### config.mk
export PLATFORM = sky130hd
export DESIGN_NAME = CRCMS_top
export DESIGN_NICKNAME = d
export VERILOG_FILES = /design/src/CRCMS_pkg.sv /design/src/CRCMS_step.sv /design/src/CRCMS_axil.sv /design/src/CRCMS_top.sv
export SDC_FILE = /design/constraint.sdc
export NUM_CORES = 1
export LEC_CHECK = 0
export ABC_AREA = 1
export BUFFER_PORTS_ARGS = -buffer_cell sky130_fd_sc_hd__buf_4
export CORE_MARGIN = 2
export CORE_UTILIZATION = 48
export CTS_CLUSTER_SIZE = 30
export DETAILED_ROUTE_END_ITERATION = 8
export HOLD_SLACK_MARGIN = 0.12
export PLACE_DENSITY = 0.76
export SLEW_MARGIN = 10
export SYNTH_ARGS = -nofsm -noshare
export SYNTH_HDL_FRONTEND = slang
export SYNTH_HIERARCHICAL = 1
export SYNTH_SLANG_ARGS = --single-unit
### constraint.sdc
create_clock -name SYS_CLK -period 7.15 [get_ports SYS_CLK]
set_input_delay 0 -clock SYS_CLK [delete_from_list [all_inputs] [get_ports SYS_CLK]]
set_output_delay 0 -clock SYS_CLK [all_outputs]
set_load 0.005 [all_outputs]
### src/CRCMS_pkg.sv
// package: register map, field positions and helpers of the crc engine
`default_nettype none
package CRCMS_pkg;
	localparam int          ADDR_W      = 14;
	localparam logic [11:0] IDX_DATA    = 12'hf3f;
	localparam logic [11:0] IDX_ACC     = 12'hf41;
	localparam logic [11:0] IDX_SHIFT   = 12'hf43;
	localparam logic [11:0] IDX_POLY    = 12'hf45;
	localparam logic [11:0] IDX_CON0    = 12'hf47;
	localparam logic [11:0] IDX_CON1    = 12'hf48;
	localparam logic [11:0] IDX_SCUR    = 12'hf49;
	localparam logic [11:0] IDX_SEND    = 12'hf4c;
	localparam logic [11:0] IDX_SCON    = 12'hf4f;
	localparam int          B_EN        = 7;
	localparam int          B_GO        = 6;
	localparam int          B_BUSY      = 5;
	localparam int          B_ZERO_AUGMENT_SELECT      = 4;
	localparam int          B_SHIFT_DIRECTION_SELECT    = 1;
	localparam int          B_FULL      = 0;
	localparam int          B_INV       = 4;
	localparam int          B_SCANNER_INTERRUPT_POLICY      = 3;
	localparam int          DATA_LENGTH_FIELD_LO     = 4;
	localparam int          POLY_LENGTH_FIELD_LO     = 0;
	localparam logic [1:0]  MODE_TRIG   = 2'h3;
	localparam logic [1:0]  MODE_PEEK   = 2'h2;
	localparam logic [1:0]  MODE_BURST  = 2'h1;
	localparam logic [1:0]  MODE_CONC   = 2'h0;
	localparam logic [15:0] RST_ACC     = 16'h0000;
	localparam logic [15:1] RST_POLY    = 15'h0000;
	localparam logic [21:0] RST_SEND    = 22'h3fffff;
	localparam logic        RST_INV     = 1'b1;
	localparam logic [1:0]  RESP_OKAY   = 2'h0;
	localparam logic [1:0]  RESP_SLVERR = 2'h2;
	typedef enum logic {SC_IDLE, SC_FETCH} CRCMS_scan_e;
	// mask of the low len+1 bits
	function automatic logic [15:0] len_mask(input logic [3:0] len);
		logic [16:0] t;
		t = (17'h00001 << ({1'b0, len} + 5'h01)) - 17'h00001;
		return t[15:0];
	endfunction
	function automatic logic is_mapped(input logic [11:0] idx);
		case (idx)
			IDX_DATA, IDX_ACC, IDX_SHIFT, IDX_POLY, IDX_CON0,
			IDX_CON1, IDX_SCUR, IDX_SEND, IDX_SCON: return 1'b1;
			default: return 1'b0;
		endcase
	endfunction
endpackage
`default_nettype wire

### src/CRCMS_step.sv
// one serial step of the crc accumulator
`timescale 1ns/1ns
`default_nettype none
module CRCMS_step (
	// accumulator and setup
	input  wire logic [15:0] acc,
	input  wire logic [15:0] poly,
	input  wire logic [15:0] mask,
	input  wire logic [3:0]  poly_length_field,
	input  wire logic        dbit,
	input  wire logic        augment,
	input  wire logic        right,
	// result
	output logic      [15:0] nxt
);
	logic        fb;
	logic [15:0] sh;
	always_comb
	begin
		// augmented data enters the register, else it folds into feedback
		fb = (right ? acc[0] : acc[poly_length_field]) ^ (~augment & dbit);
		if (right)
			sh = (acc >> 1) | ((augment & dbit) ? (16'h0001 << poly_length_field) : 16'h0000);
		else
			sh = {acc[14:0], augment & dbit};
		nxt = (sh ^ (fb ? poly : 16'h0000)) & mask;
	end
endmodule
`default_nettype wire

### src/CRCMS_axil.sv
// axi4-lite slave front end for the crc register file
`timescale 1ns/1ns
`default_nettype none
module CRCMS_axil (
	// clock and reset
	input  wire logic                         clk,
	input  wire logic                         rst,
	// write address and data
	input  wire logic [CRCMS_pkg::ADDR_W-1:0] awaddr,
	input  wire logic                         awvalid,
	output logic                              awready,
	input  wire logic [31:0]                  wdata,
	input  wire logic [3:0]                   wstrb,
	input  wire logic                         wvalid,
	output logic                              wready,
	// write response
	output logic      [1:0]                   bresp,
	output logic                              bvalid,
	input  wire logic                         bready,
	// read channels
	input  wire logic [CRCMS_pkg::ADDR_W-1:0] araddr,
	input  wire logic                         arvalid,
	output logic                              arready,
	output logic      [31:0]                  rdata,
	output logic      [1:0]                   rresp,
	output logic                              rvalid,
	input  wire logic                         rready,
	// register side
	output logic                              wr_en,
	output logic      [11:0]                  wr_idx,
	output logic      [31:0]                  wr_data,
	output logic      [3:0]                   wr_strb,
	output logic      [11:0]                  rd_idx,
	input  wire logic [31:0]                  rd_data
);
	import CRCMS_pkg::*;
	typedef struct packed {
		logic        aw_rdy;
		logic        w_rdy;
		logic        ar_rdy;
		logic        have_aw;
		logic        have_w;
		logic [11:0] waddr;
		logic [31:0] wdata;
		logic [3:0]  wstrb;
		logic        bvalid;
		logic [1:0]  bresp;
		logic        rd_pend;
		logic [11:0] raddr;
		logic        rvalid;
		logic [31:0] rdata;
		logic [1:0]  rresp;
	} CRCMS_bus_s;
	localparam CRCMS_bus_s BUS_RESET = '{aw_rdy: 1'b1, w_rdy: 1'b1,
		ar_rdy: 1'b1, default: '0};
	CRCMS_bus_s st_reg;
	CRCMS_bus_s st_next;
	assign wr_en   = st_reg.have_aw & st_reg.have_w & ~st_reg.bvalid;
	assign wr_idx  = st_reg.waddr;
	assign wr_data = st_reg.wdata;
	assign wr_strb = st_reg.wstrb;
	assign rd_idx  = st_reg.raddr;
	assign awready = st_reg.aw_rdy;
	assign wready  = st_reg.w_rdy;
	assign arready = st_reg.ar_rdy;
	assign bvalid  = st_reg.bvalid;
	assign bresp   = st_reg.bresp;
	assign rvalid  = st_reg.rvalid;
	assign rdata   = st_reg.rdata;
	assign rresp   = st_reg.rresp;
	always_comb
	begin
		st_next = st_reg;
		// ready stays low until the response leaves: one write at a time
		if (awvalid && st_reg.aw_rdy)
		begin
			st_next.aw_rdy  = 1'b0;
			st_next.have_aw = 1'b1;
			st_next.waddr   = awaddr[ADDR_W-1:2];
		end
		if (wvalid && st_reg.w_rdy)
		begin
			st_next.w_rdy   = 1'b0;
			st_next.have_w  = 1'b1;
			st_next.wdata   = wdata;
			st_next.wstrb   = wstrb;
		end
		if (wr_en)
		begin
			st_next.have_aw = 1'b0;
			st_next.have_w  = 1'b0;
			st_next.bvalid  = 1'b1;
			st_next.bresp   = is_mapped(st_reg.waddr) ? RESP_OKAY : RESP_SLVERR;
		end
		if (st_reg.bvalid && bready)
		begin
			st_next.bvalid  = 1'b0;
			st_next.aw_rdy  = 1'b1;
			st_next.w_rdy   = 1'b1;
		end
		if (arvalid && st_reg.ar_rdy)
		begin
			st_next.ar_rdy  = 1'b0;
			st_next.rd_pend = 1'b1;
			st_next.raddr   = araddr[ADDR_W-1:2];
		end
		if (st_reg.rd_pend)
		begin
			st_next.rd_pend = 1'b0;
			st_next.rvalid  = 1'b1;
			st_next.rdata   = rd_data;
			st_next.rresp   = is_mapped(st_reg.raddr) ? RESP_OKAY : RESP_SLVERR;
		end
		if (st_reg.rvalid && rready)
		begin
			st_next.rvalid  = 1'b0;
			st_next.ar_rdy  = 1'b1;
		end
	end
	always_ff @(posedge clk or posedge rst)
	begin
		if (rst)
			st_reg <= BUS_RESET;
		else
			st_reg <= st_next;
	end
endmodule
`default_nettype wire

### src/CRCMS_top.sv
// crc engine with program memory scanner, top level
`timescale 1ns/1ns
`default_nettype none
module CRCMS_top #(
	parameter logic [21:0] SCAN_ADDR_LIMIT = 22'h00ffff
) (
	// clock and reset
	input  wire logic                         SYS_CLK,
	input  wire logic                         RST,
	// axi4-lite write channels
	input  wire logic [CRCMS_pkg::ADDR_W-1:0] S_AXI_AWADDR,
	input  wire logic                         S_AXI_AWVALID,
	output logic                              S_AXI_AWREADY,
	input  wire logic [31:0]                  S_AXI_WDATA,
	input  wire logic [3:0]                   S_AXI_WSTRB,
	input  wire logic                         S_AXI_WVALID,
	output logic                              S_AXI_WREADY,
	output logic      [1:0]                   S_AXI_BRESP,
	output logic                              S_AXI_BVALID,
	input  wire logic                         S_AXI_BREADY,
	// axi4-lite read channels
	input  wire logic [CRCMS_pkg::ADDR_W-1:0] S_AXI_ARADDR,
	input  wire logic                         S_AXI_ARVALID,
	output logic                              S_AXI_ARREADY,
	output logic      [31:0]                  S_AXI_RDATA,
	output logic      [1:0]                   S_AXI_RRESP,
	output logic                              S_AXI_RVALID,
	input  wire logic                         S_AXI_RREADY,
	// program memory fetch port
	output logic                              MEM_REQ,
	output logic      [21:0]                  MEM_ADDR,
	input  wire logic                         MEM_ACK,
	input  wire logic [15:0]                  MEM_RDATA,
	// scanner trigger and cpu stall
	input  wire logic                         SCAN_TRIGGER,
	output logic                              SCAN_CPU_STALL
);
	import CRCMS_pkg::*;
	typedef struct packed {
		logic [15:0] data;
		logic        full;
		logic [15:0] shreg;
		logic [4:0]  cnt;
		logic [15:0] acc;
		logic [15:1] poly;
		logic        en;
		logic        go;
		logic        zero_augment_select;
		logic        shift_direction_select;
		logic [3:0]  data_length_field;
		logic [3:0]  poly_length_field;
		logic        s_en;
		logic        s_go;
		logic        s_scanner_interrupt_policy;
		logic [1:0]  s_mode;
		logic        s_inv;
		logic        s_err;
		logic        s_trig;
		CRCMS_scan_e s_state;
		logic [21:0] s_cur;
		logic [21:0] s_end;
		logic        mem_req;
		logic [21:0] mem_addr;
		logic        stall;
	} CRCMS_top_s;
	localparam CRCMS_top_s ST_RESET = '{acc: RST_ACC, poly: RST_POLY,
		s_end: RST_SEND, s_inv: RST_INV, s_state: SC_IDLE, default: '0};

	CRCMS_top_s  st_reg;
	CRCMS_top_s  st_next;
	logic        wr_en;
	logic [11:0] wr_idx;
	logic [31:0] wr_data;
	logic [3:0]  wr_strb;
	logic [11:0] rd_idx;
	logic [31:0] rd_word;
	logic [15:0] step_acc;
	logic [15:0] dmask;
	logic [15:0] pmask;
	logic        dbit;
	logic        crc_busy;
	logic        crc_rdy;
	logic        scan_busy;
	logic        scan_start;

	CRCMS_axil u_bus (
		.clk     (SYS_CLK),
		.rst     (RST),
		.awaddr  (S_AXI_AWADDR),
		.awvalid (S_AXI_AWVALID),
		.awready (S_AXI_AWREADY),
		.wdata   (S_AXI_WDATA),
		.wstrb   (S_AXI_WSTRB),
		.wvalid  (S_AXI_WVALID),
		.wready  (S_AXI_WREADY),
		.bresp   (S_AXI_BRESP),
		.bvalid  (S_AXI_BVALID),
		.bready  (S_AXI_BREADY),
		.araddr  (S_AXI_ARADDR),
		.arvalid (S_AXI_ARVALID),
		.arready (S_AXI_ARREADY),
		.rdata   (S_AXI_RDATA),
		.rresp   (S_AXI_RRESP),
		.rvalid  (S_AXI_RVALID),
		.rready  (S_AXI_RREADY),
		.wr_en   (wr_en),
		.wr_idx  (wr_idx),
		.wr_data (wr_data),
		.wr_strb (wr_strb),
		.rd_idx  (rd_idx),
		.rd_data (rd_word)
	);

	CRCMS_step u_step (
		.acc     (st_reg.acc),
		.poly    ({st_reg.poly, 1'b1}),
		.mask    (pmask),
		.poly_length_field    (st_reg.poly_length_field),
		.dbit    (dbit),
		.augment (st_reg.zero_augment_select),
		.right   (st_reg.shift_direction_select),
		.nxt     (step_acc)
	);

	assign dmask     = len_mask(st_reg.data_length_field);
	assign pmask     = len_mask(st_reg.poly_length_field);
	assign dbit      = st_reg.shift_direction_select ? st_reg.shreg[0] : st_reg.shreg[st_reg.data_length_field];
	assign crc_busy  = st_reg.full | (st_reg.cnt != 5'h00);
	assign crc_rdy   = st_reg.en & st_reg.go & ~st_reg.full;
	assign scan_busy = st_reg.s_state != SC_IDLE;
	assign scan_start = st_reg.s_en && st_reg.s_go && !scan_busy &&
		!st_reg.s_inv && crc_rdy && (st_reg.s_cur <= st_reg.s_end) &&
		(st_reg.s_mode != MODE_TRIG || st_reg.s_trig);

	always_comb
	begin
		rd_word = 32'h00000000;
		case (rd_idx)
			IDX_DATA:  rd_word[15:0] = st_reg.data;
			IDX_ACC:   rd_word[15:0] = st_reg.acc;
			IDX_SHIFT: rd_word[15:0] = st_reg.shreg;
			IDX_POLY:  rd_word[15:0] = {st_reg.poly, 1'b1};
			IDX_CON0:
			begin
				rd_word[B_EN]     = st_reg.en;
				rd_word[B_GO]     = st_reg.go;
				rd_word[B_BUSY]   = crc_busy;
				rd_word[B_ZERO_AUGMENT_SELECT]   = st_reg.zero_augment_select;
				rd_word[B_SHIFT_DIRECTION_SELECT] = st_reg.shift_direction_select;
				rd_word[B_FULL]   = st_reg.full;
			end
			IDX_CON1:  rd_word[7:0] = {st_reg.data_length_field, st_reg.poly_length_field};
			IDX_SCUR:  rd_word[21:0] = st_reg.s_cur;
			IDX_SEND:  rd_word[21:0] = st_reg.s_end;
			IDX_SCON:
			begin
				rd_word[B_EN]   = st_reg.s_en;
				rd_word[B_GO]   = st_reg.s_go;
				rd_word[B_BUSY] = scan_busy;
				rd_word[B_INV]  = st_reg.s_inv;
				rd_word[B_SCANNER_INTERRUPT_POLICY] = st_reg.s_scanner_interrupt_policy;
				rd_word[1:0]    = st_reg.s_mode;
			end
			default: rd_word = 32'h00000000;
		endcase
	end

	always_comb
	begin
		st_next = st_reg;
		// serial shifter: one data bit per clock while started
		if (st_reg.en && st_reg.go && st_reg.cnt != 5'h00)
		begin
			st_next.acc = step_acc;
			if (st_reg.shift_direction_select)
				st_next.shreg = st_reg.shreg >> 1;
			else
				st_next.shreg = (st_reg.shreg << 1) & dmask;
			st_next.cnt = st_reg.cnt - 5'h01;
		end
		else if (st_reg.en && st_reg.go && st_reg.full)
		begin
			st_next.shreg = st_reg.data & dmask;
			st_next.cnt   = {1'b0, st_reg.data_length_field} + 5'h01;
			st_next.full  = 1'b0;
		end
		if (wr_en)
		begin
			case (wr_idx)
				IDX_DATA:
				begin
					if (wr_strb[0])
						st_next.data[7:0] = wr_data[7:0];
					if (wr_strb[1])
						st_next.data[15:8] = wr_data[15:8];
					// a new word beats the transfer of the old one
					if (st_reg.en && (wr_strb[0] || wr_strb[1]))
						st_next.full = 1'b1;
				end
				IDX_ACC:
				begin
					if (wr_strb[0])
						st_next.acc[7:0] = wr_data[7:0];
					if (wr_strb[1])
						st_next.acc[15:8] = wr_data[15:8];
				end
				IDX_POLY:
				begin
					if (wr_strb[0])
						st_next.poly[7:1] = wr_data[7:1];
					if (wr_strb[1])
						st_next.poly[15:8] = wr_data[15:8];
				end
				IDX_CON0:
				begin
					if (wr_strb[0])
					begin
						st_next.en     = wr_data[B_EN];
						st_next.go     = wr_data[B_GO];
						st_next.zero_augment_select   = wr_data[B_ZERO_AUGMENT_SELECT];
						st_next.shift_direction_select = wr_data[B_SHIFT_DIRECTION_SELECT];
					end
				end
				IDX_CON1:
				begin
					if (wr_strb[0])
					begin
						st_next.data_length_field = wr_data[DATA_LENGTH_FIELD_LO+3:DATA_LENGTH_FIELD_LO];
						st_next.poly_length_field = wr_data[POLY_LENGTH_FIELD_LO+3:POLY_LENGTH_FIELD_LO];
					end
				end
				IDX_SCUR:
				begin
					// address writes ignored while a scan runs
					if (!st_reg.s_go && wr_strb[0])
						st_next.s_cur[7:0] = wr_data[7:0];
					if (!st_reg.s_go && wr_strb[1])
						st_next.s_cur[15:8] = wr_data[15:8];
					if (!st_reg.s_go && wr_strb[2])
						st_next.s_cur[21:16] = wr_data[21:16];
				end
				IDX_SEND:
				begin
					if (!st_reg.s_go && wr_strb[0])
						st_next.s_end[7:0] = wr_data[7:0];
					if (!st_reg.s_go && wr_strb[1])
						st_next.s_end[15:8] = wr_data[15:8];
					if (!st_reg.s_go && wr_strb[2])
						st_next.s_end[21:16] = wr_data[21:16];
				end
				IDX_SCON:
				begin
					if (wr_strb[0])
					begin
						st_next.s_en   = wr_data[B_EN];
						st_next.s_go   = wr_data[B_GO];
						st_next.s_scanner_interrupt_policy = wr_data[B_SCANNER_INTERRUPT_POLICY];
						st_next.s_mode = wr_data[1:0];
						// go without a running crc is a setup fault
						if (wr_data[B_GO])
							st_next.s_err = !(st_reg.en && st_reg.go);
					end
				end
				default: ;
			endcase
		end
		// scanner sequencing
		if (scan_start)
		begin
			st_next.mem_req  = 1'b1;
			st_next.mem_addr = st_reg.s_cur;
			st_next.s_state  = SC_FETCH;
			if (st_reg.s_mode == MODE_TRIG)
				st_next.s_trig = 1'b0;
		end
		if (SCAN_TRIGGER)
			st_next.s_trig = 1'b1;
		case (st_reg.s_state)
			SC_FETCH:
			begin
				if (MEM_ACK)
				begin
					st_next.mem_req = 1'b0;
					st_next.s_state = SC_IDLE;
					st_next.data    = MEM_RDATA;
					st_next.full    = 1'b1;
					st_next.s_cur   = st_reg.s_cur + 22'h000001;
				end
			end
			SC_IDLE: ;
			default: st_next.s_state = SC_IDLE;
		endcase
		// hardware clear beats a software set of go
		if (st_reg.s_go && !scan_busy && st_reg.s_cur > st_reg.s_end)
			st_next.s_go = 1'b0;
		st_next.s_inv = (st_reg.s_cur > SCAN_ADDR_LIMIT) || st_reg.s_err;
		// burst mode holds the cpu while the scan runs
		st_next.stall = st_reg.s_en && st_reg.s_go && st_reg.s_mode == MODE_BURST;
		if (!st_next.en)
		begin
			st_next.full  = 1'b0;
			st_next.cnt   = 5'h00;
			st_next.shreg = 16'h0000;
		end
		if (!st_next.s_en)
		begin
			st_next.s_go    = 1'b0;
			st_next.s_state = SC_IDLE;
			st_next.mem_req = 1'b0;
			st_next.s_trig  = 1'b0;
			st_next.s_err   = 1'b0;
			st_next.stall   = 1'b0;
		end
	end

	always_ff @(posedge SYS_CLK or posedge RST)
	begin
		if (RST)
			st_reg <= ST_RESET;
		else
			st_reg <= st_next;
	end

	assign MEM_REQ        = st_reg.mem_req;
	assign MEM_ADDR       = st_reg.mem_addr;
	assign SCAN_CPU_STALL = st_reg.stall;
endmodule
`default_nettype wire

# Yosys cells after proc, flatten, opt, wreduce, memory -nomap -nowiden
# Index checks and enable logic that the tools add are counted.
# word_totals
register_bits,241
latch_bits,0
ram_bits,0
romBits,0
mem_count,0
# op_classes
n_addsub,6
mul,0
div,0
magnitude_cmp,5
eq_ne,31
shift,3
n_mux,87
bitwise_logic,16
reduce_logical,50
# ops
op,n
"12-bit equality test, second input constant",18
16-bit two-way mux,6
22-bit two-way mux,4
8-bit two-way mux,11
23-bit two-way mux,3
17-bit two-way mux,4
16-bit bitwise AND,3
48-bit two-way mux,1
8-bit case mux with 6 select lines,1
44-bit two-way mux,1
4-bit case mux with 9 select lines,1
35-bit two-way mux,1
"1-bit by 5-bit left shift with 16-bit output, first input constant",2
"16-bit by 1-bit subtractor with 16-bit output, second input constant",2
1-bit two-way mux,31
3-bit AND reduction,9
"22-bit by 1-bit adder with 22-bit output, second input constant",1
"22-bit by 16-bit greater-than comparator with 1-bit output, second input constant",1
22-bit greater-than comparator,1
22-bit <= comparator,1
1-bit logical AND,21
21-bit two-way mux,1
2-bit case mux with 9 select lines,1
9-bit OR reduction,2
other kinds (34),71

# Logic depth before layout (Yosys ltp)
# Gate-level depths: netlist (run 1).
# logic_depth
ltp_word,15
depth_mapped,21
mapped_depth_nobuf,19

# By module
# The synthesis (run 1) kept the hierarchy.
# modules_own_cells
mod,n_inst,cells_each,area_per_inst_um2,seq_area_each_um2
CRCMS_top,1,1386,10027.1,3982.6
CRCMS_axil,1,542,4728.3,2556.2
CRCMS_step,1,224,1139.8,0.0

# Least setup slack after synthesis (run 1)
# Ideal clock, no wire load.
# synth_timing
path_kind,reg2reg
startpoint,register st_reg[81] (netlist name)
endpoint,register st_reg[118] (netlist name)
setup_ns,0.120
t_arrival_ns,2.547
required_time_ns,7.030
slack_ns,4.483
stages_incl_launch_ff,20
period_less_slack_ns,2.667
cell_sequence,dfrtp_1 > buf_2 > clkinv_1 > o21ai_0 > a21oi_1 > o31ai_1 > nand2_1 > a22oi_1 > inv_1 > nor2_1 > inv_1 > nand3_4 > buf_12 > nand3_2 > nor2_1 > nor2_2 > nand2_1 > nand3_1 > o21ai_0 > inv_1
# synth_lines
element,line,rtl
from (decl),CRCMS_top.sv:69,CRCMS_top_s st_reg;
from (signal assigned),CRCMS_top.sv:321,st_reg <= st_next;

==> results.py, run 1 <==
metrics = {
    "sta": {
        "finalSetupViolCount": 0,
        "slew_viol_final": 0,
        "finalClockSkew_ps": 19.2,
        "worst_pin_slew_ps": 906,
        "fmax_mhz": 261,
        "setup-tns-final_ps": 0,
        "relSlewSlack_pct": 39.6,
        "hold_viol": 0,
        "period_share_pct": 53.6,
        "min_period_ps": 3840,
        "rsz0062_at_grt": "false",
        "whs_ps": 183,
    },
    "floorplan": {
        "initial_core_util_pct": 48.8,
        "chipWidth_um": 183,
        "die_area_um2": 33600,
        "fp.coreArea_um2": 31600,
        "rows": 65,
        "io_pins": 154,
        "die_h_um": 183,
    },
    "power_and_ir_drop": {
        "power_density_nw_per_um2": 221,
        "power.internal_mw": 2.66,
        "switching_power_mw": 1.26,
        "clock_power_share_pct": 35.7,
        "seq_power_share_pct": 45.3,
        "swShare_pct": 32.1,
        "vdd_drop_max_mv": 0.174,
        "leakagePower_nw": 8.64,
        "comb_power_share_pct": 19.0,
    },
    "worst_setup_path": {
        "start_kind": "flop",
        "reg2reg_slack_ps": 3310,
        "worstPathArrival_ps": 4270,
        "crit_path_end_kind": "flop",
        "path_max_fanout": 19,
        "required_ps": 7590,
        "path_class": "reg -> reg",
    },
    "clocking": {
        "path_clk_slew_ps": 60,
        "clock_latency_ps": 550,
        "clockRootBuffer": "clkbuf_16",
        "clockBufferDepth": 3,
        "cts_max_level": 1,
        "postCtsSetupBuffers": 0,
        "cts_tree": "yes",
        "cts_made_buffers": 28,
        "post_cts_resized": 0,
        "cts.sinks": 249,
        "cts_hold_buf": 96,
    },
    "hold_path": {
        "hold_path.class": "in -> reg",
    },
    "logic_synthesis": {
        "syn-mean-instance-area_um2": 7.35,
        "ys_warn_count": 6,
        "syn_inst": 2097,
        "syn-cell-area_um2": 15400,
    },
    "drt": {
        "drt_pass1_iterations": 6,
        "drt-wirelength-per-cell_um": 19.0,
        "routed_via_density": 5.62,
        "drc_errors": 0,
        "ant_nets": 0,
        "wl_um": 50000,
        "route.vias.total": 14775,
        "drtIter0Drc": 1688,
    },
    "grt": {
        "antenna_found_initial": 0,
        "grt_pass1_vias": 14074,
        "grt_first_pass_wirelength_um": 78100,
        "grt_util_all_layers_pct": 29.7,
        "grt_max_degree": 98,
        "grt_overflow": 0,
    },
    "final_layout": {
        "antenna_cells": 0,
        "nets": 2324,
        "synthToLayoutAreaGrowth_pct": 14.7,
        "layout_common_cells": "577 x nand2_1, 246 x inv_1, 223 x dfrtp_1, 188 x o21ai_0, 171 x nor2_1",
        "largest_reg_flops": 133,
        "final_common_cell": "nand2_1",
        "drive_gt1_share_pct": 12.5,
    },
    "outcome": {
        "status": "finished, final reports clean",
    },
    "place": {
        "port_buffers": 136,
        "hpwl_um": 36700,
        "place_congestion": 1.00,
    },
    "run": {
        "drv_cap": 0,
    },
}
-- per-layer routing --
metal	vias up	track usage, %	share of wire, %
li1	6902	-	-
met1	6975	40.7	41
met2	770	47.5	45
met3	126	5.02	9.3
met4	2	10.8	4.1
met5	-	1.33	0.12
-- worst max-delay path, stage by stage (launching register included) --
cell      delay [ps]
dfrtp_1          680
clkinv_1         440
o21ai_0          270
a21oi_1           60
o31ai_1          230
nand2_1           70
a22oi_1          360
nand2_1          130
nor2_1           400
inv_1            140
nor4_1           220
o22ai_1          150
nand2_1          100
inv_1             40
nor2_1           190
nor2_1            90
o32ai_1          140
-- layout make-up --
class	instances	area, µm²
timing repair buffer	240	2040
fill	2870	13900
clock buffer	45	805
clock inverter	7	75.1
inverter	265	1010
multi-input combinational	1420	6980
sequential	249	6260
tap	402	503
-- path summary, 6_finish.rpt --
path	from	end	cells past startpoint
max	st_reg[81]	st_reg[117]	16
min	S_AXI_AWADDR[6]	u_bus/wr_idx[4]	4
max reg2reg	st_reg[81]	st_reg[117]	16
min reg2reg	MEM_ADDR[10]	MEM_ADDR[10]	2
max in group asynchronous	RST	u_bus/rdata[1]	5
min in group asynchronous	RST	st_reg[62]	3
-- power by group through the flow --
stage,logic (mW),clock network (mW),registers (mW)
after detailed placement,0.674,0,1.79
after floorplan,0.645,0,1.71
after global routing,0.813,1.46,1.80
after CTS,0.720,1.41,1.77
after global placement,0.653,0,1.78
final,0.744,1.40,1.78
-- metrics by stage --
step / std cells / setup slack [ps] / utilization (%) / total power, mW / area [µm²]
after floorplan: 2109 / 2920 / - / 2.35 / 15500
after global placement: 2480 / 3560 / 50.2 / 2.43 / 15800
after CTS: 2628 / 3460 / 56.0 / 3.89 / 17700
after global routing: 2628 / 2880 / 56.0 / 4.07 / 17700
after detailed placement: 2480 / 3480 / 50.2 / 2.46 / 15800
final: 2628 / 3310 / 56.0 / 3.92 / 17700
No activity file was read; power rests on OpenSTA's default activity.
==> run 2, diff against run 1 <==
--- a/config.mk
+++ b/config.mk
@@ -5,7 +5,7 @@
 export SDC_FILE = /design/constraint.sdc
 export NUM_CORES = 1
 export LEC_CHECK = 0
-export ABC_AREA = 1
+export ABC_AREA = 0
 export BUFFER_PORTS_ARGS = -buffer_cell sky130_fd_sc_hd__buf_4
 export CORE_MARGIN = 2
 export CORE_UTILIZATION = 48
==> constraint.sdc (replaced) <==
create_clock -name SYS_CLK -period 3.75 [get_ports SYS_CLK]
set_input_delay 0 -clock SYS_CLK [delete_from_list [all_inputs] [get_ports SYS_CLK]]
set_output_delay 0 -clock SYS_CLK [all_outputs]
set_load 0.005 [all_outputs]
==> run 2 against run 1 <==
First-iteration DRC count down 7.5%. Via count down 10%. Hold slack better by 17 ps. Synthesized area up 1.3%. Core utilization down 0.53 points. Register-to-register slack worse by 3000 ps. Combinational power up 90%. Clock power up 91%. Non-clock buffer count up 5. Fmax up 12%.
==> results.py, run 2 <==
metrics = {
    "final_layout": {
        "final_common_cell": "dfrtp_1",
        "stdcell_area_um2": 17900,
        "layout_common_cells": "223 x dfrtp_1, 187 x nand2_1, 167 x buf_4, 122 x nor2_1",
        "nFillCells": 2682,
        "synthToLayoutAreaGrowth_pct": 14.7,
        "largest_reg_flops": 133,
        "final_cells": 2204,
        "nets": 1859,
        "drive_gt1_share_pct": 24.1,
    },
    "worst_setup_path": {
        "path_buf_inv": 0,
        "path_max_fanout": 13,
        "start_kind": "flop",
        "worstPathArrival_ps": 3890,
        "critical-path-slowest-cell": "dfrtp_1",
        "cp_slowest_stage_delay_ps": 670,
        "cp_cell_sequence": "mux4_2 > mux4_2 > nand2_1 > nand2_1 > and4_1 > a21oi_1 > a21oi_1 > or2_2 > mux2i_1 > mux2i_1 > a21oi_1",
        "path_class": "reg -> reg",
        "crit_path_end_kind": "flop",
        "cp_top_family": "multiplexers",
        "cpMostUsedCell": "a21oi_1",
        "required_ps": 4200,
    },
    "drt": {
        "wl_um": 46500,
        "drt-wirelength-per-cell_um": 21.1,
        "route.vias.total": 13269,
        "drtIter0Drc": 1561,
        "routed_via_density": 6.02,
        "drc_errors": 0,
        "drt_pass1_iterations": 6,
        "ant_nets": 0,
    },
    "sta": {
        "setup-tns-final_ps": 0,
        "period_share_pct": 91.6,
        "whs_ps": 201,
        "finalSetupViolCount": 0,
        "setup_slack_ps": 315,
        "fmax_mhz": 291,
        "rsz0062_at_grt": "false",
        "hold_viol": 0,
        "slew_viol_final": 0,
        "min_period_ps": 3440,
        "finalClockSkew_ps": 23.4,
        "worst_pin_slew_ps": 1260,
        "relSlewSlack_pct": 15.4,
    },
    "clocking": {
        "cts_tree": "yes",
        "post_cts_resized": 0,
        "cts_made_buffers": 27,
        "cts_max_level": 1,
        "clockRootBuffer": "clkbuf_16",
        "clockBufferDepth": 3,
        "path_clk_slew_ps": 60,
        "postCtsSetupBuffers": 0,
        "clock_latency_ps": 550,
        "cts.sinks": 249,
    },
    "logic_synthesis": {
        "syn-cell-area_um2": 15600,
        "syn-mean-instance-area_um2": 9.51,
        "syn_inst": 1643,
        "ys_warn_count": 6,
    },
    "power_and_ir_drop": {
        "leakagePower_nw": 7.95,
        "vdd_drop_max_mv": 0.552,
        "power_density_nw_per_um2": 444,
    },
    "place": {
        "place_congestion": 1.00,
        "port_buffers": 136,
        "post_dp_cell_area_um2": 16200,
        "hpwl_um": 32600,
        "dp_slack_ps": 417,
        "dp.cells": 2075,
    },
    "floorplan": {
        "initial_core_util_pct": 48.4,
        "die_area_um2": 34000,
        "die_h_um": 184,
        "chipWidth_um": 184,
        "rows": 66,
        "io_pins": 154,
        "fp.coreArea_um2": 32300,
    },
    "grt": {
        "use_met1_pct": 35.2,
        "antenna_found_initial": 0,
        "met3_usage_pct": 4.60,
        "met2_usage_pct": 44.7,
        "grt_pass1_vias": 13079,
        "grt_util_all_layers_pct": 27.3,
        "busiest_layer": "met2",
        "grt_overflow": 0,
        "grt_first_pass_wirelength_um": 72900,
        "grt_max_degree": 84,
    },
    "hold_path": {
        "hold_path.class": "in -> reg",
    },
    "outcome": {
        "status": "finished, final reports clean",
    },
    "run": {
        "drv_cap": 0,
    },
}
-- run 2: layer usage --
layer / part of all wire, % / wire [µm]
met1: 40 / 18400
met2: 48 / 22400
met3: 7.6 / 3530
met4: 4.6 / 2150
met5: 0 / 0
-- run 2: stage by stage --
stage	util [%]	total power, mW
floorplan	-	4.97
global placement	50.3	5.08
detailed placement	50.3	5.16
CTS	55.5	7.92
global route	55.5	8.24
finish	55.5	7.96
-- run 2: worst min-delay path, delay by kind of cell --
kind	cells	cell delay, ps
AO/OA/AOI/OAI	1	60
buffers and inverters	2	610
AND/OR/NAND/NOR	1	30
-- run 2: area by class of cell --
cell class              instances  area [µm²]  area share (%)
multi-input cells            1142        7880            43.9
inverters                      74         283            1.58
diodes                          2        5.00          0.0279
clock inverters                11        96.3           0.538
well taps                     442         553            3.09
clock buffers                  39         801            4.47
flip-flops and latches        249        6260            34.9
repair buffers                245        2040            11.4
-- run 2: worst paths after layout --
kind	start	to	slack, ps	cells past startpoint
setup / recovery	st_reg[81]	st_reg[117]	310	11
hold / removal	MEM_RDATA[9]	st_reg[151]	200	4
setup reg to reg	st_reg[81]	st_reg[117]	310	11
hold reg to reg	u_bus/st_reg[100]	u_bus/st_reg[100]	500	2
max in group asynchronous	RST	u_bus/bvalid	2210	5
min in group asynchronous	RST	MEM_ADDR[1]	260	3
-- run 2: power by group --
group          leakage (nW)  total [mW]  switching (mW)  internal (mW)
clock                 0.447        2.68            1.13           1.56
sequential             3.11        3.86           0.787           3.08
combinational          4.39        1.41           0.587          0.824
total                  7.95        7.96            2.50           5.45
-- run 2: what timing repair did --
item                       4_1_cts  5_1_grt
hold endpoints to repair       201        0
setup endpoints to repair        0        0
hold buffers                    77        0
